<file path="src/nio_defines.vh">
// register map, field positions, reset values and vectors of the nibble port block
`ifndef NIO_DEFINES_VH
`define NIO_DEFINES_VH
`define NIO_ADDR_IRQ_EN     5'h00
`define NIO_ADDR_IRQ_REQ    5'h01
`define NIO_ADDR_PA_DATA    5'h08
`define NIO_ADDR_PB_DATA    5'h09
`define NIO_ADDR_PC_DATA    5'h0a
`define NIO_ADDR_PD_DATA    5'h0b
`define NIO_ADDR_CTRL       5'h13
`define NIO_ADDR_PA_DIR     5'h18
`define NIO_ADDR_PB_DIR     5'h19
`define NIO_ADDR_PC_DIR     5'h1a
`define NIO_ADDR_RSVD       5'h1b
`define NIO_ADDR_PD_IEN     5'h1d
`define NIO_BIT_PULL_HIGH   3
`define NIO_BIT_DISPLAY     2
`define NIO_BIT_EXT         3
`define NIO_BIT_PORT        0
`define NIO_RESET_NIBBLE    4'h0
`define NIO_VEC_EXT         13'h0001
`define NIO_VEC_PORT        13'h0004
`endif

</file>
<file path="src/nio_port.v">
// nibble i/o ports with pull-high control and low-level pin interrupts
`timescale 1ns/1ps
`include "nio_defines.vh"
module nio_port #(
    parameter W = 4
) (
    input  wire         clock,
    input  wire         rst_n,
    input  wire [4:0]   addr,
    input  wire [3:0]   wdata,
    input  wire         wr,
    input  wire         rd,
    output reg  [3:0]   rdata,
    input  wire [W-1:0] pa_in,
    input  wire [W-1:0] pb_in,
    input  wire [W-1:0] pc_in,
    input  wire [W-1:0] pd_in,
    input  wire [1:0]   bond_opt,
    output reg  [W-1:0] pa_out,
    output reg  [W-1:0] pb_out,
    output reg  [W-1:0] pc_out,
    output reg  [W-1:0] pa_oe,
    output reg  [W-1:0] pb_oe,
    output reg  [W-1:0] pc_oe,
    output reg  [W-1:0] pa_pullup,
    output reg  [W-1:0] pb_pullup,
    output reg  [W-1:0] pc_pullup,
    output reg  [W-1:0] pd_pullup,
    output reg          display_enable,
    output reg          irq,
    output reg  [12:0]  irq_vector
);
    reg [W-1:0] port_a_data;
    reg [W-1:0] port_b_data;
    reg [W-1:0] port_c_data;
    reg [W-1:0] port_a_direction;
    reg [W-1:0] port_b_direction;
    reg [W-1:0] port_c_direction;
    reg [W-1:0] port_d_pin_irq_enable;
    reg         pullhigh_global_enable;
    reg         external_irq_enable;
    reg         port_irq_enable;
    reg         ext_irq_request_flag;
    reg         port_irq_request_flag;
    reg [3:0]   next_rdata;
    wire        ext_low;
    wire        port_low;
    wire        wr_req;
    // input pins read as pin level, output pins as the latch
    wire [W-1:0] pa_view = (pa_in & ~port_a_direction) | (port_a_data & port_a_direction);
    wire [W-1:0] pb_view = (pb_in & ~port_b_direction) | (port_b_data & port_b_direction);
    wire [W-1:0] pc_view = (pc_in & ~port_c_direction) | (port_c_data & port_c_direction);
    reg  [W-1:0] port_d_input_data;

    assign ext_low  = ~port_a_direction[0] & ~pa_in[0];
    assign port_low = |(~port_b_direction & ~pb_in) | |(~port_c_direction & ~pc_in)
                    | |(port_d_pin_irq_enable & ~pd_in);
    assign wr_req   = wr && addr == `NIO_ADDR_IRQ_REQ;

    always @* begin
        next_rdata = 4'h0;
        case (addr)
            `NIO_ADDR_IRQ_EN:  next_rdata = {external_irq_enable, 2'b00, port_irq_enable};
            `NIO_ADDR_IRQ_REQ: next_rdata = {ext_irq_request_flag, 2'b00, port_irq_request_flag};
            `NIO_ADDR_PA_DATA: next_rdata = pa_view;
            `NIO_ADDR_PB_DATA: next_rdata = pb_view;
            `NIO_ADDR_PC_DATA: next_rdata = pc_view;
            `NIO_ADDR_PD_DATA: next_rdata = pd_in;
            `NIO_ADDR_CTRL:    next_rdata = {pullhigh_global_enable, display_enable, bond_opt};
            `NIO_ADDR_PA_DIR:  next_rdata = port_a_direction;
            `NIO_ADDR_PB_DIR:  next_rdata = port_b_direction;
            `NIO_ADDR_PC_DIR:  next_rdata = port_c_direction;
            `NIO_ADDR_PD_IEN:  next_rdata = port_d_pin_irq_enable;
            default:           next_rdata = 4'h0;
        endcase
    end

    always @(posedge clock or negedge rst_n) begin
        if (!rst_n) begin
            port_a_data            <= `NIO_RESET_NIBBLE;
            port_b_data            <= `NIO_RESET_NIBBLE;
            port_c_data            <= `NIO_RESET_NIBBLE;
            port_d_input_data      <= `NIO_RESET_NIBBLE;
            port_a_direction       <= `NIO_RESET_NIBBLE;
            port_b_direction       <= `NIO_RESET_NIBBLE;
            port_c_direction       <= `NIO_RESET_NIBBLE;
            port_d_pin_irq_enable  <= `NIO_RESET_NIBBLE;
            pullhigh_global_enable <= 1'b0;
            display_enable         <= 1'b0;
            external_irq_enable    <= 1'b0;
            port_irq_enable        <= 1'b0;
            ext_irq_request_flag   <= 1'b0;
            port_irq_request_flag  <= 1'b0;
            rdata                  <= 4'h0;
        end else begin
            rdata <= rd ? next_rdata : 4'h0;
            if (wr) begin
                case (addr)
                    `NIO_ADDR_IRQ_EN: begin
                        external_irq_enable <= wdata[`NIO_BIT_EXT];
                        port_irq_enable     <= wdata[`NIO_BIT_PORT];
                    end
                    `NIO_ADDR_PA_DATA: port_a_data <= wdata;
                    `NIO_ADDR_PB_DATA: port_b_data <= wdata;
                    `NIO_ADDR_PC_DATA: port_c_data <= wdata;
                    `NIO_ADDR_PD_DATA: port_d_input_data <= wdata; // pull-high latch only
                    `NIO_ADDR_CTRL: begin
                        pullhigh_global_enable <= wdata[`NIO_BIT_PULL_HIGH];
                        display_enable         <= wdata[`NIO_BIT_DISPLAY];
                    end
                    `NIO_ADDR_PA_DIR: port_a_direction <= wdata;
                    `NIO_ADDR_PB_DIR: port_b_direction <= wdata;
                    `NIO_ADDR_PC_DIR: port_c_direction <= wdata;
                    `NIO_ADDR_PD_IEN: port_d_pin_irq_enable <= wdata;
                    default: ;
                endcase
            end
            // writing zero clears a request; a pin low in that cycle wins, for the external request only while external_irq_enable is set
            if (ext_low && external_irq_enable)
                ext_irq_request_flag <= 1'b1;
            else if (wr_req && !wdata[`NIO_BIT_EXT])
                ext_irq_request_flag <= 1'b0;
            if (port_low)
                port_irq_request_flag <= 1'b1;
            else if (wr_req && !wdata[`NIO_BIT_PORT])
                port_irq_request_flag <= 1'b0;
        end
    end

    always @(posedge clock or negedge rst_n) begin
        if (!rst_n) begin
            pa_out     <= 4'h0;
            pb_out     <= 4'h0;
            pc_out     <= 4'h0;
            pa_oe      <= 4'h0;
            pb_oe      <= 4'h0;
            pc_oe      <= 4'h0;
            pa_pullup  <= 4'h0;
            pb_pullup  <= 4'h0;
            pc_pullup  <= 4'h0;
            pd_pullup  <= 4'h0;
            irq        <= 1'b0;
            irq_vector <= 13'h0000;
        end else begin
            pa_out    <= port_a_data;
            pb_out    <= port_b_data;
            pc_out    <= port_c_data;
            pa_oe     <= port_a_direction;
            pb_oe     <= port_b_direction;
            pc_oe     <= port_c_direction;
            pa_pullup <= {W{pullhigh_global_enable}} & ~port_a_direction & port_a_data;
            pb_pullup <= {W{pullhigh_global_enable}} & ~port_b_direction & port_b_data;
            pc_pullup <= {W{pullhigh_global_enable}} & ~port_c_direction & port_c_data;
            pd_pullup <= {W{pullhigh_global_enable}} & port_d_input_data;
            irq       <= (ext_irq_request_flag & external_irq_enable)
                       | (port_irq_request_flag & port_irq_enable);
            // external has priority over port
            if (ext_irq_request_flag && external_irq_enable)
                irq_vector <= `NIO_VEC_EXT;
            else if (port_irq_request_flag && port_irq_enable)
                irq_vector <= `NIO_VEC_PORT;
            else
                irq_vector <= 13'h0000;
        end
    end
endmodule // nio_port

</file>
<file path="config.mk">
export PLATFORM = sky130hd
export DESIGN_NAME = nio_port
export DESIGN_NICKNAME = d
export VERILOG_FILES = /design/src/nio_port.v
export VERILOG_INCLUDE_DIRS = /design/src
export SDC_FILE = /design/constraint.sdc
export NUM_CORES = 1
export LEC_CHECK = 0
export ABC_CLOCK_PERIOD_IN_PS = 1750
export BUFFER_PORTS_ARGS = -buffer_cell sky130_fd_sc_hd__buf_2
export CORE_MARGIN = 5
export CORE_UTILIZATION = 46
export CTS_BUF_LIST = sky130_fd_sc_hd__clkbuf_4 sky130_fd_sc_hd__clkbuf_8
export CTS_CLUSTER_SIZE = 25
export DETAILED_ROUTE_END_ITERATION = 10
export MAX_ROUTING_LAYER = met4
export PLACE_DENSITY = 0.75
export SYNTH_ARGS = -nofsm -noshare
export SYNTH_HDL_FRONTEND = slang
export SYNTH_SLANG_ARGS = --single-unit
</file>
<file path="constraint.sdc">
create_clock -name clock -period 1.75 [get_ports clock]
set_clock_uncertainty 0.2 [all_clocks]
set_input_delay 0.0875 -clock clock [delete_from_list [all_inputs] [get_ports clock]]
set_output_delay 0.0875 -clock clock [all_outputs]
set_load 0.01 [all_outputs]
</file>
After elaboration in Yosys (flattened, before gate mapping)
Cells that the tools add are included.

word-level totals
  flip-flop bits (word level) = 96
  bits of input ports = 31
  output and inout port bits = 59
  logic and storage cells = 102

operators by class
  equality and inequality tests = 10
  mux-type cells = 8
  bitwise gates (word level) = 33
  reduce and logical (&&, ||, !) cells = 24

operators with widths
  kind                                           number
  bitwise AND 4 bit                              16
  case mux 4 bit (11 select lines)               1
  == test 5 bit, second input constant           5
  NOT 4 bit                                      6
  == test 5 x 4 -> 1 bit, second input constant  4
  AND reduction 2 bit                            10
  bitwise OR 4 bit                               3
  OR reduction 4 bit                             3
  logical AND 1 bit                              6
  two-way mux 3 bit                              2
  == test 5 x 1 -> 1 bit, second input constant  1
  logical NOT 5 bit                              1
  two-way mux 1 bit                              4
  two-way mux 4 bit                              1
  nonzero test 2 bit                             2
  bitwise AND 1 bit                              3
  bitwise OR 1 bit                               3
  logical NOT 1 bit                              2
  NOT 1 bit                                      2

Logic depth before layout (Yosys ltp)
Gate-level depths: netlist (run 1).

  depth after elaboration = 6
  gate-level depth with buffers = 6
  depth with buffers taken out = 5

Worst setup path after synthesis (run 1)
Ideal clock, no wire load.

  path type = input-to-reg
  start point = in addr[3]
  end point = reg port_c_direction[1]
  setup time = 125 ps
  arrival = 1,178 ps
  data required time = 1,425 ps
  setup slack = 247 ps
  cell stages on the path = 4
  buffers on the path = 1
  cell sequence = buf_2 > nor3b_4 > and4_1 > mux2_2

between the ends
  cells in the longest elaborated chain, start to end = 2

ends and longest elaborated chain
  element                               line            RTL
  from (decl)                           nio_port.v:9    input wire [4:0] addr,
  == test 5 bit                         nio_port.v:98   case (addr)
  AND reduction 2 bit (no source line)  --
  to (signal assigned)                  nio_port.v:86   port_c_direction <= `NIO_RESET_NIBBLE;
  to (signal assigned)                  nio_port.v:113  `NIO_ADDR_PC_DIR: port_c_direction <= wdata;
  to (decl)                             nio_port.v:38   reg [W-1:0] port_c_direction;

No other way between the ends.
A chain may end at the register's enable or synchronous reset.

Worst setup path after layout (run 1)
  start point = reg port_b_direction[0]
  end point = reg port_irq_request_flag

between the ends
  cells in the longest elaborated chain, start to end = 6
  elaborated cells on any way between the ends = 7
  those cells by class = mux (1); bitwise (4); reduce/logical (2)

ends and longest elaborated chain
  element                                                         line            RTL
  from (decl)                                                     nio_port.v:37   reg [W-1:0] port_b_direction;
  from (signal assigned)                                          nio_port.v:85   port_b_direction <= `NIO_RESET_NIBBLE;
  from (signal assigned)                                          nio_port.v:112  `NIO_ADDR_PB_DIR: port_b_direction <= wdata;
  NOT 4 bit *                                                     nio_port.v:56   assign port_low = |(~port_b_direction & ~pb_in) | |(~port_c_direction & ~pc_in)
  bitwise AND 4 bit *                                             nio_port.v:56
  OR reduction 4 bit *                                            nio_port.v:56
  bitwise OR 1 bit *                                              nio_port.v:56
  bitwise OR 1 bit *                                              nio_port.v:57   | |(port_d_pin_irq_enable & ~pd_in);
  two-way mux 1 bit / nonzero test 2 bit (equally long branches)  --
  to (signal assigned)                                            nio_port.v:93   port_irq_request_flag <= 1'b0;
  to (signal assigned)                                            nio_port.v:124  port_irq_request_flag <= 1'b1;
  to (signal assigned)                                            nio_port.v:126  port_irq_request_flag <= 1'b0;
  to (decl)                                                       nio_port.v:44   reg port_irq_request_flag;

Every way passes the cells marked *; elsewhere a longest branch is shown, timed or not.

==> report_table.html, run 1 <==
<table>
<tr><th>Metric</th><th>Value</th></tr>
<tr><th colspan="2">Power</th></tr>
<tr><td>Power per Cell Area</td><td>1040 nW/um^2</td></tr>
<tr><td>Internal Pwr Total</td><td>3340 uW</td></tr>
<tr><td>Switching component of the power</td><td>1380 uW</td></tr>
<tr><td>Logic pwr share</td><td>20.2%</td></tr>
<tr><td>Worst vdd ir</td><td>0.000498 V</td></tr>
<tr><td>Reported leakage power</td><td>0.00232 uW</td></tr>
<tr><td>Sequential group share of total power</td><td>52.9%</td></tr>
<tr><td>Relative contribution of the clock network to total power</td><td>27.0%</td></tr>
<tr><td>Switching Share</td><td>29.2%</td></tr>
<tr><th colspan="2">Floorplan</th></tr>
<tr><td>Number of placement rows</td><td>32</td></tr>
<tr><td>Die area</td><td>9510 sq um</td></tr>
<tr><td>Core area</td><td>7610 sq um</td></tr>
<tr><td>Floorplan die width</td><td>97.5 microns</td></tr>
<tr><td>Initial Utilization</td><td>46.3%</td></tr>
<tr><td>Vert. Die Dim</td><td>97.5 microns</td></tr>
<tr><td>Num ports</td><td>90</td></tr>
<tr><th colspan="2">Detailed routing</th></tr>
<tr><td>Routed length per placed instance</td><td>17.4 microns</td></tr>
<tr><td>Vias per Instance</td><td>5.08</td></tr>
<tr><td>Vias</td><td>2556</td></tr>
<tr><td>Detailed-router iteration count before antenna repair</td><td>4</td></tr>
<tr><td>Residual DRC</td><td>0</td></tr>
<tr><td>Initial DRC Count</td><td>149</td></tr>
<tr><td>Total Wirelength</td><td>8.74 mm</td></tr>
<tr><td>Antenna-violating nets left</td><td>0</td></tr>
<tr><th colspan="2">Worst setup path</th></tr>
<tr><td>Arrival time worst endpoint</td><td>1.68 ns</td></tr>
<tr><td>Setup crit start kind</td><td>register</td></tr>
<tr><td>Kind of capture point of the worst setup path</td><td>register</td></tr>
<tr><td>Critical path class</td><td>reg2reg</td></tr>
<tr><td>Required time at the worst-slack endpoint</td><td>1.77 ns</td></tr>
<tr><td>Maximum fanout encountered on the critical timing path</td><td>5</td></tr>
<tr><th colspan="2">GRT</th></tr>
<tr><td>Aggregate global routing overflow</td><td>0</td></tr>
<tr><td>Antenna violations before repair</td><td>0</td></tr>
<tr><td>Vias in the first global route</td><td>2624</td></tr>
<tr><td>Wire length of the first global-routing pass</td><td>14.2 mm</td></tr>
<tr><td>Largest net degree at the start of global routing</td><td>38</td></tr>
<tr><td>Overall fraction of global-route tracks in use</td><td>19.9%</td></tr>
<tr><th colspan="2">Clock network</th></tr>
<tr><td>Clock slew at reported path FFs</td><td>0.09 ns</td></tr>
<tr><td>Number of buffers on the longest clock path</td><td>2</td></tr>
<tr><td>Number of CTS-inserted buffers</td><td>9</td></tr>
<tr><td>Root buffer cell</td><td>sky130_fd_sc_hd__clkbuf_8</td></tr>
<tr><td>Number of clock sinks</td><td>85</td></tr>
<tr><td>Clk Latency, worst-skew pair</td><td>0.36 ns</td></tr>
<tr><td>CTS H-tree depth</td><td>3</td></tr>
<tr><td>CTS tree</td><td>done</td></tr>
<tr><th colspan="2">Placed design</th></tr>
<tr><td>Port-buffer cells</td><td>78</td></tr>
<tr><td>Post-detail-place hpwl</td><td>6.40 mm</td></tr>
<tr><td>Post-placement cell count</td><td>466</td></tr>
<tr><td>Pre-CTS worst setup slack</td><td>0.0361 ns</td></tr>
<tr><td>Gp weighted congestion</td><td>0.855</td></tr>
<tr><th colspan="2">Outcome</th></tr>
<tr><td>Status</td><td>finished, violations left</td></tr>
<tr><td>Violations in the final reports</td><td>hold timing</td></tr>
<tr><th colspan="2">Synthesis</th></tr>
<tr><td>Synthesized area divided by synthesized cell count</td><td>13.0 sq um</td></tr>
<tr><td>Post-synthesis sequential element count</td><td>85</td></tr>
<tr><td>Number of cells produced by synthesis</td><td>272</td></tr>
<tr><td>Proportion of synthesized chip area in sequential cells</td><td>60.4%</td></tr>
<tr><td>Largest cells by area after synthesis</td><td>sky130_fd_sc_hd__dfrtp_1 (60%), sky130_fd_sc_hd__mux2_2 (11%), sky130_fd_sc_hd__and3b_1 (3.0%)</td></tr>
<tr><td>Yosys warnings</td><td>0</td></tr>
<tr><td>Number of library cell types mapped by synthesis</td><td>41</td></tr>
<tr><td>Fraction of synthesized cell area taken by the top area cell type</td><td>60.4%</td></tr>
<tr><td>Post-synthesis cell type with the largest combined area</td><td>sky130_fd_sc_hd__dfrtp_1</td></tr>
<tr><td>Top_reg_cell synth</td><td>sky130_fd_sc_hd__dfrtp_1</td></tr>
<tr><td>Library cell with the highest instance count after synthesis</td><td>sky130_fd_sc_hd__dfrtp_1</td></tr>
<tr><td>Synth Cell Area</td><td>3520 sq um</td></tr>
<tr><td>Number of synthesized flops with an enable pin</td><td>0</td></tr>
<tr><td>Synth top cells by count</td><td>sky130_fd_sc_hd__dfrtp_1 (85), sky130_fd_sc_hd__mux2_2 (33), sky130_fd_sc_hd__nor2_1 (17), sky130_fd_sc_hd__nand2_1 (15), sky130_fd_sc_hd__and3b_1 (12)</td></tr>
<tr><td>Post-synth ARST share</td><td>100%</td></tr>
<tr><th colspan="2">Worst hold path</th></tr>
<tr><td>Hold/Removal Path Class</td><td>in2reg</td></tr>
<tr><th colspan="2">Finish</th></tr>
<tr><td>Antenna Diode Count</td><td>0</td></tr>
<tr><td>Area growth from synthesis to layout</td><td>29.2%</td></tr>
<tr><td>Share of post-route cells with drive strength above 1</td><td>41.6%</td></tr>
<tr><td>Final core occ</td><td>59.8%</td></tr>
<tr><td>NumNets Final</td><td>427</td></tr>
<tr><td>Non-filler cells in the finished layout</td><td>503</td></tr>
<tr><th colspan="2">Timing</th></tr>
<tr><td>Share of the clock period used by the worst path</td><td>95.4%</td></tr>
<tr><td>Final worst setup slack</td><td>0.0807 ns</td></tr>
<tr><td>Final Hold Vio Count</td><td>1</td></tr>
<tr><td>Number of endpoints failing setup at the final stage</td><td>0</td></tr>
<tr><td>Highest Clock Rate</td><td>0.599 GHz</td></tr>
<tr><td>Worst hold margin</td><td>-0.00460 ns</td></tr>
<tr><td>Minimum period implied by the final worst setup slack</td><td>1.67 ns</td></tr>
<tr><td>Final count of pins violating max slew</td><td>0</td></tr>
<tr><th colspan="2">Run</th></tr>
<tr><td>Max_cap viols</td><td>0</td></tr>
</table>
-- cell type report --
class / count / area, sq um
clock buffer: 10 / 138
sequential: 85 / 2130
fill: 652 / 3060
timing repair buffer: 123 / 793
multi-input combinational: 171 / 1300
inverter: 6 / 22.5
clock inverter: 6 / 46.3
tap: 102 / 128
-- stage by stage --
| stage | TNS [ns] | power (uW) | instance area, sq um |
|---|---|---|---|
| after floorplan | 0 | 2970 | 3560 |
| after global placement | 0 | 3410 | 4150 |
| after detailed placement | 0 | 3430 | 4150 |
| after CTS | 0 | 4750 | 4540 |
| after global routing | -0.00338 | 4960 | 4550 |
| final | 0 | 4720 | 4550 |
-- routing by layer --
metal	routed length (microns)	vias to the layer above	global-route usage, %	part of all wire [%]
li1	-	1199	-	-
met5	0	-	-	0
met2	4210	98	30.0	48
met3	480	21	4.16	5.5
met4	256	0	10.5	2.9
met1	3800	1238	25.4	43
-- final timing paths --
| path | start | to | slack [ns] | cells after the start |
|---|---|---|---|---|
| setup / recovery | port_b_direction[0] | port_irq_request_flag | 0.08 | 5 |
| min in group asynchronous | rst_n | pc_pullup[0] | 0.01 | 2 |
| hold / removal | pc_in[0] | port_irq_request_flag | -0.005 | 4 |
| max in group asynchronous | rst_n | pullhigh_global_enable | 0.76 | 3 |
| setup reg to reg | port_b_direction[0] | port_irq_request_flag | 0.08 | 5 |
| hold reg to reg | port_a_data[0] | pa_out[0] | 0.22 | 0 |
-- logic make-up after synthesis --
family | Yosys count | share of synthesized area, %
compound gates | 39 | 7.24
buf+inv | 26 | 4.12
flops | 85 | 60.4
mux | 47 | 15.1
other cells | 1 | 0.106
simple gates | 74 | 13.1
-- power groups by stage --
stage               registers (uW)  clock network, uW  logic, uW
global route                  2540               1390       1040
detailed placement            2530                  0        902
finish                        2490               1270        950
floorplan                     2580                  0        390
global placement              2520                  0        889
CTS                           2490               1300        952
-- worst max-delay path, stage by stage, from the launching register on --
cell	delay (ns)
sky130_fd_sc_hd__dfrtp_1	0.36
sky130_fd_sc_hd__buf_4	0.14
sky130_fd_sc_hd__o22ai_1	0.06
sky130_fd_sc_hd__dlygate4sd3_1	0.56
sky130_fd_sc_hd__nor2_1	0.09
sky130_fd_sc_hd__nand4_1	0.11
-- cells in the final DEF (no fill, tap or decap), types with 6 or more instances in the layout --
cell type                       instances
sky130_fd_sc_hd__and3b_1               12
sky130_fd_sc_hd__dfrtp_1               84
sky130_fd_sc_hd__buf_4                 25
sky130_fd_sc_hd__mux2i_1               10
sky130_fd_sc_hd__clkbuf_8              10
sky130_fd_sc_hd__nand2_1               15
sky130_fd_sc_hd__nor2_1                17
sky130_fd_sc_hd__and2_1                 6
sky130_fd_sc_hd__mux2_2                33
sky130_fd_sc_hd__dlygate4sd3_1         20
sky130_fd_sc_hd__buf_2                 77
sky130_fd_sc_hd__o22ai_1                8
sky130_fd_sc_hd__o21ai_0                8
sky130_fd_sc_hd__conb_1                11
-- repair_timing --
item / in CTS / in global routing
resized for setup: 0 / 3
hold buffers: 20 / 0
hold endpoints to repair: 124 / 0
endpoints found under the setup margin: 0 / 3
setup buffers: 0 / 1
No activity file was read; power rests on OpenSTA's default activity.
==> run 2, diff against run 1 <==
==> constraint.sdc (replaced) <==
create_clock -name clock -period 1.75 [get_ports clock]
set_clock_uncertainty 0.2 [all_clocks]
set_input_delay 0 -clock clock [delete_from_list [all_inputs] [get_ports clock]]
set_output_delay 0 -clock clock [all_outputs]
set_load 0.01 [all_outputs]
==> report_table.html, run 2 (synthesis gave the netlist of run 1 again) <==
<table>
<tr><th>Metric</th><th>Value</th></tr>
<tr><th colspan="2">Worst setup path</th></tr>
<tr><td>Slowest cell on the critical path</td><td>sky130_fd_sc_hd__dlygate4sd3_1</td></tr>
<tr><td>Cell chain of the critical path</td><td>o22ai_1 &gt; dlygate4sd3_1 &gt; nor2_1 &gt; nand4_1</td></tr>
<tr><td>Total buffers and inverters traversed by the critical path</td><td>1 (-1)</td></tr>
<tr><td>Crit-path max cell delay</td><td>0.58 ns (+0.02 ns)</td></tr>
<tr><td>Required time at the worst-slack endpoint</td><td>1.76 ns (about the same)</td></tr>
<tr><td>Maximum fanout encountered on the critical timing path</td><td>6 (+1)</td></tr>
<tr><td>Cell class contributing the biggest share of worst-path delay</td><td>buffers and inverters</td></tr>
<tr><td>Critical path class</td><td>reg2reg</td></tr>
<tr><td>Setup crit start kind</td><td>register</td></tr>
<tr><td>Arrival time worst endpoint</td><td>1.72 ns (+0.04 ns)</td></tr>
<tr><td>Kind of capture point of the worst setup path</td><td>register</td></tr>
<tr><th colspan="2">Timing</th></tr>
<tr><td>Setup total negative slack</td><td>0 ns (unchanged)</td></tr>
<tr><td>Worst hold margin</td><td>-0.00450 ns (+0.000100 ns)</td></tr>
<tr><td>Final Hold Vio Count</td><td>1 (unchanged)</td></tr>
<tr><td>Highest Clock Rate</td><td>0.584 GHz (-2.6%)</td></tr>
<tr><td>RSZ-0062 raised after global routing</td><td>no</td></tr>
<tr><td>Final count of pins violating max slew</td><td>0 (unchanged)</td></tr>
<tr><td>Minimum period implied by the final worst setup slack</td><td>1.71 ns (+0.0438 ns)</td></tr>
<tr><td>Number of endpoints failing setup at the final stage</td><td>0 (unchanged)</td></tr>
<tr><td>Final worst setup slack</td><td>0.0369 ns (-0.0438 ns)</td></tr>
<tr><td>Share of the clock period used by the worst path</td><td>97.9% (+2.5 points)</td></tr>
<tr><th colspan="2">Worst hold path</th></tr>
<tr><td>Hold/Removal Path Class</td><td>in2reg</td></tr>
<tr><th colspan="2">Clock network</th></tr>
<tr><td>Number of buffers on the longest clock path</td><td>2 (unchanged)</td></tr>
<tr><td>Number of clock sinks</td><td>85 (unchanged)</td></tr>
<tr><td>Number of CTS-inserted buffers</td><td>9 (unchanged)</td></tr>
<tr><td>CTS H-tree depth</td><td>3 (unchanged)</td></tr>
<tr><td>Clk Latency, worst-skew pair</td><td>0.35 ns (about the same)</td></tr>
<tr><td>Number of setup buffers added after CTS</td><td>0 (unchanged)</td></tr>
<tr><td>Root buffer cell</td><td>sky130_fd_sc_hd__clkbuf_8</td></tr>
<tr><td>Clock slew at reported path FFs</td><td>0.08 ns (about the same)</td></tr>
<tr><td>CTS tree</td><td>done</td></tr>
<tr><th colspan="2">Finish</th></tr>
<tr><td>Antenna Diode Count</td><td>0 (unchanged)</td></tr>
<tr><td>Design Area, Final</td><td>4520 sq um (-0.69%)</td></tr>
<tr><td>NumNets Final</td><td>417 (-2.3%)</td></tr>
<tr><td>Share of post-route cells with drive strength above 1</td><td>38.6% (-3.0 points)</td></tr>
<tr><td>Area growth from synthesis to layout</td><td>28.3%</td></tr>
<tr><td>Leading cell type in the layout, fill and taps excluded</td><td>sky130_fd_sc_hd__dfrtp_1</td></tr>
<tr><td>Most frequent cells in the layout</td><td>sky130_fd_sc_hd__dfrtp_1 (83), sky130_fd_sc_hd__buf_2 (76), sky130_fd_sc_hd__mux2_2 (33)</td></tr>
<tr><td>Final core occ</td><td>59.4% (-0.41 points)</td></tr>
<tr><th colspan="2">Detailed routing</th></tr>
<tr><td>Total Wirelength</td><td>8.97 mm (+2.6%)</td></tr>
<tr><td>Highest routing layer actually used</td><td>met4</td></tr>
<tr><td>Initial DRC Count</td><td>151 (+1.3%)</td></tr>
<tr><td>Detailed-router iteration count before antenna repair</td><td>6 (+2)</td></tr>
<tr><td>Routed length per placed instance</td><td>18.2 microns (+4.7%)</td></tr>
<tr><td>Vias</td><td>2621 (+2.5%)</td></tr>
<tr><td>Length of routed met2 wiring</td><td>4.18 mm (-0.64%)</td></tr>
<tr><td>Antenna-violating nets left</td><td>0 (unchanged)</td></tr>
<tr><td>Vias per Instance</td><td>5.32 (+4.6%)</td></tr>
<tr><td>Residual DRC</td><td>0 (unchanged)</td></tr>
<tr><td>Length of routed wiring on met1</td><td>4.02 mm (+5.9%)</td></tr>
<tr><td>Routed met3 length</td><td>562 microns (+17%)</td></tr>
<tr><th colspan="2">Outcome</th></tr>
<tr><td>Violations in the final reports</td><td>hold timing</td></tr>
<tr><td>Status</td><td>finished, violations left</td></tr>
<tr><th colspan="2">GRT</th></tr>
<tr><td>Largest net degree at the start of global routing</td><td>37 (-2.6%)</td></tr>
<tr><td>Aggregate global routing overflow</td><td>0 (unchanged)</td></tr>
<tr><td>Vias in the first global route</td><td>2623 (-0.038%)</td></tr>
<tr><td>Wire length of the first global-routing pass</td><td>14.4 mm (+1.5%)</td></tr>
<tr><td>Antenna violations before repair</td><td>0 (unchanged)</td></tr>
<tr><td>Overall fraction of global-route tracks in use</td><td>19.8% (-0.11 points)</td></tr>
<tr><th colspan="2">Floorplan</th></tr>
<tr><td>Floorplan die width</td><td>97.5 microns (unchanged)</td></tr>
<tr><td>Number of placement rows</td><td>32 (unchanged)</td></tr>
<tr><td>Initial Utilization</td><td>46.3% (unchanged)</td></tr>
<tr><td>Num ports</td><td>90 (unchanged)</td></tr>
<tr><td>Core area</td><td>7610 sq um (unchanged)</td></tr>
<tr><td>Vert. Die Dim</td><td>97.5 microns (unchanged)</td></tr>
<tr><td>Die area</td><td>9510 sq um (unchanged)</td></tr>
<tr><th colspan="2">Placed design</th></tr>
<tr><td>Port-buffer cells</td><td>78 (unchanged)</td></tr>
<tr><td>Pre-CTS worst setup slack</td><td>0.129 ns (+0.0931 ns)</td></tr>
<tr><td>Gp weighted congestion</td><td>0.948 (+11%)</td></tr>
<tr><td>Area after detailed placement</td><td>4040 sq um (-2.7%)</td></tr>
<tr><td>Post-detail-place hpwl</td><td>6.23 mm (-2.7%)</td></tr>
<tr><th colspan="2">Power</th></tr>
<tr><td>Worst vdd ir</td><td>0.000431 V (-13%)</td></tr>
<tr><td>Reported leakage power</td><td>0.00228 uW (-1.6%)</td></tr>
<tr><td>Power per Cell Area</td><td>1070 nW/um^2 (+3.7%)</td></tr>
<tr><th colspan="2">Run</th></tr>
<tr><td>Max_cap viols</td><td>0 (unchanged)</td></tr>
</table>
[run 2: layout make-up]
class | count | area (sq um)
clock buffers | 13 | 173
repair buffers | 113 | 736
clock inverters | 3 | 42.5
inverters | 6 | 22.5
multi-input cells | 171 | 1290
fillers | 643 | 3090
well taps | 102 | 128
flip-flops and latches | 85 | 2130
[run 2: path summary, 6_finish.rpt]
path,from,to,slack (ns),cells past startpoint
max,port_b_direction[2],port_irq_request_flag,0.04,4
max reg2reg,port_b_direction[2],port_irq_request_flag,0.04,4
min in group asynchronous,rst_n,pd_pullup[1],0.50,3
max in group asynchronous,rst_n,port_c_direction[2],0.24,4
min reg2reg,port_c_data[2],pc_out[2],0.22,0
min,addr[1],port_irq_request_flag,-0.004,5
[run 2: worst reg2reg max path, cell delays in order (launching register included)]
cell and delay (ns):
sky130_fd_sc_hd__dfrtp_1 0.47, sky130_fd_sc_hd__o22ai_1 0.13, sky130_fd_sc_hd__dlygate4sd3_1 0.58, sky130_fd_sc_hd__nor2_1 0.10, sky130_fd_sc_hd__nand4_1 0.11
[run 2: per-layer routing]
metal / track usage [%] / vias to the layer above
met5: - / -
li1: - / 1178
met4: 8.20 / 0
met2: 29.7 / 119
met3: 4.67 / 23
met1: 26.1 / 1301
[run 2: metrics by stage]
| stage | hold WS (ns) | power (uW) | instances |
|---|---|---|---|
| 2_1_floorplan | -0.496 | 2970 | 282 |
| 3_3_place_gp | -0.206 | 3360 | 451 |
| 3_5_place_dp | -0.196 | 3380 | 451 |
| 4_1_cts | -0.0102 | 4890 | 493 |
| 5_1_grt | 0.0317 | 5080 | 493 |
| 6_report | -0.00450 | 4860 | 493 |
[run 2: what timing repair did]
action | CTS | global route
hold endpoints to repair | 127 | 0
endpoints found under the setup margin | 0 | 3
hold buffers | 26 | 0
resized for setup | 0 | 4
[run 2: power by group]
group	internal [uW]	switching [uW]	total [uW]	leakage, uW
sequential	2290	232	2520	0.00110
clock	791	662	1450	0.000109
combinational	452	433	885	0.00108
total	3530	1330	4860	0.00228
==> run 3, diff against run 2 <==
--- a/config.mk
+++ b/config.mk
@@ -6,15 +6,14 @@
 export SDC_FILE = /design/constraint.sdc
 export NUM_CORES = 1
 export LEC_CHECK = 0
-export ABC_CLOCK_PERIOD_IN_PS = 1750
 export BUFFER_PORTS_ARGS = -buffer_cell sky130_fd_sc_hd__buf_2
 export CORE_MARGIN = 5
-export CORE_UTILIZATION = 46
+export CORE_UTILIZATION = 55
 export CTS_BUF_LIST = sky130_fd_sc_hd__clkbuf_4 sky130_fd_sc_hd__clkbuf_8
 export CTS_CLUSTER_SIZE = 25
 export DETAILED_ROUTE_END_ITERATION = 10
 export MAX_ROUTING_LAYER = met4
-export PLACE_DENSITY = 0.75
+export PLACE_DENSITY = 0.86
 export SYNTH_ARGS = -nofsm -noshare
 export SYNTH_HDL_FRONTEND = slang
 export SYNTH_SLANG_ARGS = --single-unit
==> constraint.sdc (replaced) <==
create_clock -name clock -period 1.7 [get_ports clock]
set_clock_uncertainty 0.2 [all_clocks]
set_input_delay 0 -clock clock [delete_from_list [all_inputs] [get_ports clock]]
set_output_delay 0 -clock clock [all_outputs]
set_load 0.01 [all_outputs]
==> report_table.html, run 3 (synthesis gave the netlist of run 1 again) <==
<table>
<tr><th>Metric</th><th>Value</th></tr>
<tr><th colspan="2">Detailed routing</th></tr>
<tr><td>Vias</td><td>2565 (-2.1%)</td></tr>
<tr><td>Antenna-violating nets left</td><td>0 (unchanged)</td></tr>
<tr><td>Vias per Instance</td><td>5.42 (+2.0%)</td></tr>
<tr><td>Routed length per placed instance</td><td>18.2 microns (+0.17%)</td></tr>
<tr><td>Total Wirelength</td><td>8.62 mm (-3.9%)</td></tr>
<tr><td>Initial DRC Count</td><td>135 (-11%)</td></tr>
<tr><td>Residual DRC</td><td>0 (unchanged)</td></tr>
<tr><td>Detailed-router iteration count before antenna repair</td><td>4 (-2)</td></tr>
<tr><th colspan="2">Worst setup path</th></tr>
<tr><td>Kind of capture point of the worst setup path</td><td>register</td></tr>
<tr><td>Total buffers and inverters traversed by the critical path</td><td>1 (unchanged)</td></tr>
<tr><td>Slowest cell on the critical path</td><td>sky130_fd_sc_hd__dlygate4sd3_1</td></tr>
<tr><td>Arrival time worst endpoint</td><td>1.65 ns (-0.07 ns)</td></tr>
<tr><td>Cell class contributing the biggest share of worst-path delay</td><td>buffers and inverters</td></tr>
<tr><td>Critical path depth</td><td>4 (unchanged)</td></tr>
<tr><td>Worst r2r path cells</td><td>4 (unchanged)</td></tr>
<tr><td>Crit-path max cell delay</td><td>0.56 ns (-0.02 ns)</td></tr>
<tr><td>Critical path class</td><td>reg2reg</td></tr>
<tr><td>Maximum fanout encountered on the critical timing path</td><td>5 (-1)</td></tr>
<tr><td>Required time at the worst-slack endpoint</td><td>1.71 ns (-0.05 ns)</td></tr>
<tr><td>Setup slack of the most critical reg-to-reg path</td><td>0.06 ns (+0.03 ns)</td></tr>
<tr><td>Setup crit start kind</td><td>register</td></tr>
<tr><td>Crit Reg-Reg Endpoint</td><td>port_irq_request_flag</td></tr>
<tr><td>Worst flop-to-flop path startpoint</td><td>port_c_direction[2]</td></tr>
<tr><td>Cell chain of the critical path</td><td>o22ai_1 &gt; dlygate4sd3_1 &gt; nor2_1 &gt; nand4_1</td></tr>
<tr><th colspan="2">Clock network</th></tr>
<tr><td>Clock slew at reported path FFs</td><td>0.08 ns (about the same)</td></tr>
<tr><td>CTS tree</td><td>done</td></tr>
<tr><td>Clk Latency, worst-skew pair</td><td>0.35 ns (about the same)</td></tr>
<tr><td>Number of buffers on the longest clock path</td><td>2 (unchanged)</td></tr>
<tr><td>Number of clock sinks</td><td>85 (unchanged)</td></tr>
<tr><td>CTS H-tree depth</td><td>3 (unchanged)</td></tr>
<tr><td>Root buffer cell</td><td>sky130_fd_sc_hd__clkbuf_8</td></tr>
<tr><td>Number of CTS-inserted buffers</td><td>9 (unchanged)</td></tr>
<tr><th colspan="2">Floorplan</th></tr>
<tr><td>Initial Utilization</td><td>56.1% (+9.8 points)</td></tr>
<tr><td>Vert. Die Dim</td><td>90.0 microns (-7.7%)</td></tr>
<tr><td>Num ports</td><td>90 (unchanged)</td></tr>
<tr><td>Die area</td><td>8110 sq um (-15%)</td></tr>
<tr><td>Core area</td><td>6280 sq um (-17%)</td></tr>
<tr><td>Number of placement rows</td><td>29 (-9.4%)</td></tr>
<tr><td>Floorplan die width</td><td>90.0 microns (-7.7%)</td></tr>
<tr><th colspan="2">GRT</th></tr>
<tr><td>Vias in the first global route</td><td>2694 (+2.7%)</td></tr>
<tr><td>Aggregate global routing overflow</td><td>0 (unchanged)</td></tr>
<tr><td>Antenna violations before repair</td><td>0 (unchanged)</td></tr>
<tr><td>Overall fraction of global-route tracks in use</td><td>22.9% (+3.0 points)</td></tr>
<tr><td>Wire length of the first global-routing pass</td><td>14.3 mm (-0.24%)</td></tr>
<tr><td>Largest net degree at the start of global routing</td><td>40 (+8.1%)</td></tr>
<tr><th colspan="2">Timing</th></tr>
<tr><td>Minimum period implied by the final worst setup slack</td><td>1.64 ns (-0.0759 ns)</td></tr>
<tr><td>Final count of pins violating max slew</td><td>0 (unchanged)</td></tr>
<tr><td>Number of endpoints failing setup at the final stage</td><td>0 (unchanged)</td></tr>
<tr><td>RSZ-0062 raised after global routing</td><td>no</td></tr>
<tr><td>Setup total negative slack</td><td>0 ns (unchanged)</td></tr>
<tr><td>Final Hold Vio Count</td><td>0 (-1)</td></tr>
<tr><td>Share of the clock period used by the worst path</td><td>96.3% (-1.6 points)</td></tr>
<tr><td>Highest Clock Rate</td><td>0.611 GHz (+4.6%)</td></tr>
<tr><th colspan="2">Placed design</th></tr>
<tr><td>Post-detail-place hpwl</td><td>6.01 mm (-3.5%)</td></tr>
<tr><td>Port-buffer cells</td><td>78 (unchanged)</td></tr>
<tr><td>Gp weighted congestion</td><td>0.934 (-1.5%)</td></tr>
<tr><th colspan="2">Worst hold path</th></tr>
<tr><td>Hold wc startpoint</td><td>wr</td></tr>
<tr><td>Hold/Removal Path Class</td><td>in2reg</td></tr>
<tr><td>Destination of the worst hold path</td><td>port_d_input_data[1]</td></tr>
<tr><td>Hold depth</td><td>3 (-2)</td></tr>
<tr><th colspan="2">Run</th></tr>
<tr><td>Max_cap viols</td><td>0 (unchanged)</td></tr>
<tr><th colspan="2">Outcome</th></tr>
<tr><td>Status</td><td>finished clean</td></tr>
<tr><th colspan="2">Finish</th></tr>
<tr><td>Leading cell type in the layout, fill and taps excluded</td><td>sky130_fd_sc_hd__dfrtp_1</td></tr>
<tr><td>NumNets Final</td><td>422 (+1.2%)</td></tr>
<tr><td>Antenna Diode Count</td><td>0 (unchanged)</td></tr>
<tr><td>Share of post-route cells with drive strength above 1</td><td>39.1% (+0.52 points)</td></tr>
<tr><td>Most frequent cells in the layout</td><td>sky130_fd_sc_hd__dfrtp_1 (83), sky130_fd_sc_hd__buf_2 (77), sky130_fd_sc_hd__mux2_2 (33)</td></tr>
<tr><td>Final core occ</td><td>73.0% (+14 points)</td></tr>
<tr><td>Area growth from synthesis to layout</td><td>30.0%</td></tr>
<tr><th colspan="2">Power</th></tr>
<tr><td>Reported leakage power</td><td>0.00232 uW (+1.6%)</td></tr>
<tr><td>Power per Cell Area</td><td>1140 nW/um^2 (+6.1%)</td></tr>
<tr><td>Worst vdd ir</td><td>0.000756 V (+76%)</td></tr>
</table>
-- run 3: how the worst max path moves through the flow --
stage,end,from
after floorplan,port_c_direction[1],addr[3]
after global placement,rdata[3],addr[4]
after detailed placement,rdata[2],port_c_data[2]
after CTS,port_irq_enable,addr[1]
after global routing,pullhigh_global_enable,addr[3]
final,port_irq_request_flag,port_c_direction[2]
-- run 3: tightest hold or removal path, stage by stage --
cell	delay (ns)
sky130_fd_sc_hd__buf_2	0.17
sky130_fd_sc_hd__nand2_1	0.18
sky130_fd_sc_hd__mux2_2	0.18
-- run 3: timing repair --
| action | in CTS | in global routing |
|---|---|---|
| pin swaps | 0 | 1 |
| resized for setup | 2 | 5 |
| hold buffers | 30 | 0 |
| hold endpoints to repair | 127 | 0 |
| endpoints found under the setup margin | 1 | 6 |
| setup buffers | 0 | 2 |
-- run 3: through the flow --
step	cell area (sq um)	setup slack [ns]	hold WS, ns	std cells	power [uW]
after detailed placement	4000	0.0509	-0.264	425	3480
final	4580	0.0628	0.0130	473	5220
after CTS	4540	0.0116	0.00190	471	5210
after floorplan	3560	0.285	-0.496	282	3060
after global placement	4000	0.0426	-0.271	425	3440
after global routing	4580	0.00103	0.0346	473	5460
-- run 3: area by class of cell --
cell class	instances	area (sq um)
Timing Repair Buffer	118	781
Tap cell	77	96.3
Multi-Input combinational cell	171	1310
Clock inverter	7	114
Fill cell	447	1700
Sequential cell	85	2130
Clock buffer	9	124
Inverter	6	22.5
-- run 3: power breakdown --
part / total, uW / switching [uW] / internal, uW
clock network: 1680 / 707 / 970
registers: 2580 / 223 / 2360
logic: 964 / 470 / 494
-- run 3: per-layer routing --
metal,vias to the layer above,track usage [%],share of wire [%]
met5,-,-,0
li1,1189,-,-
met3,14,4.42,5.4
met4,0,7.69,1.5
met2,90,35.5,49
met1,1272,30.4,44
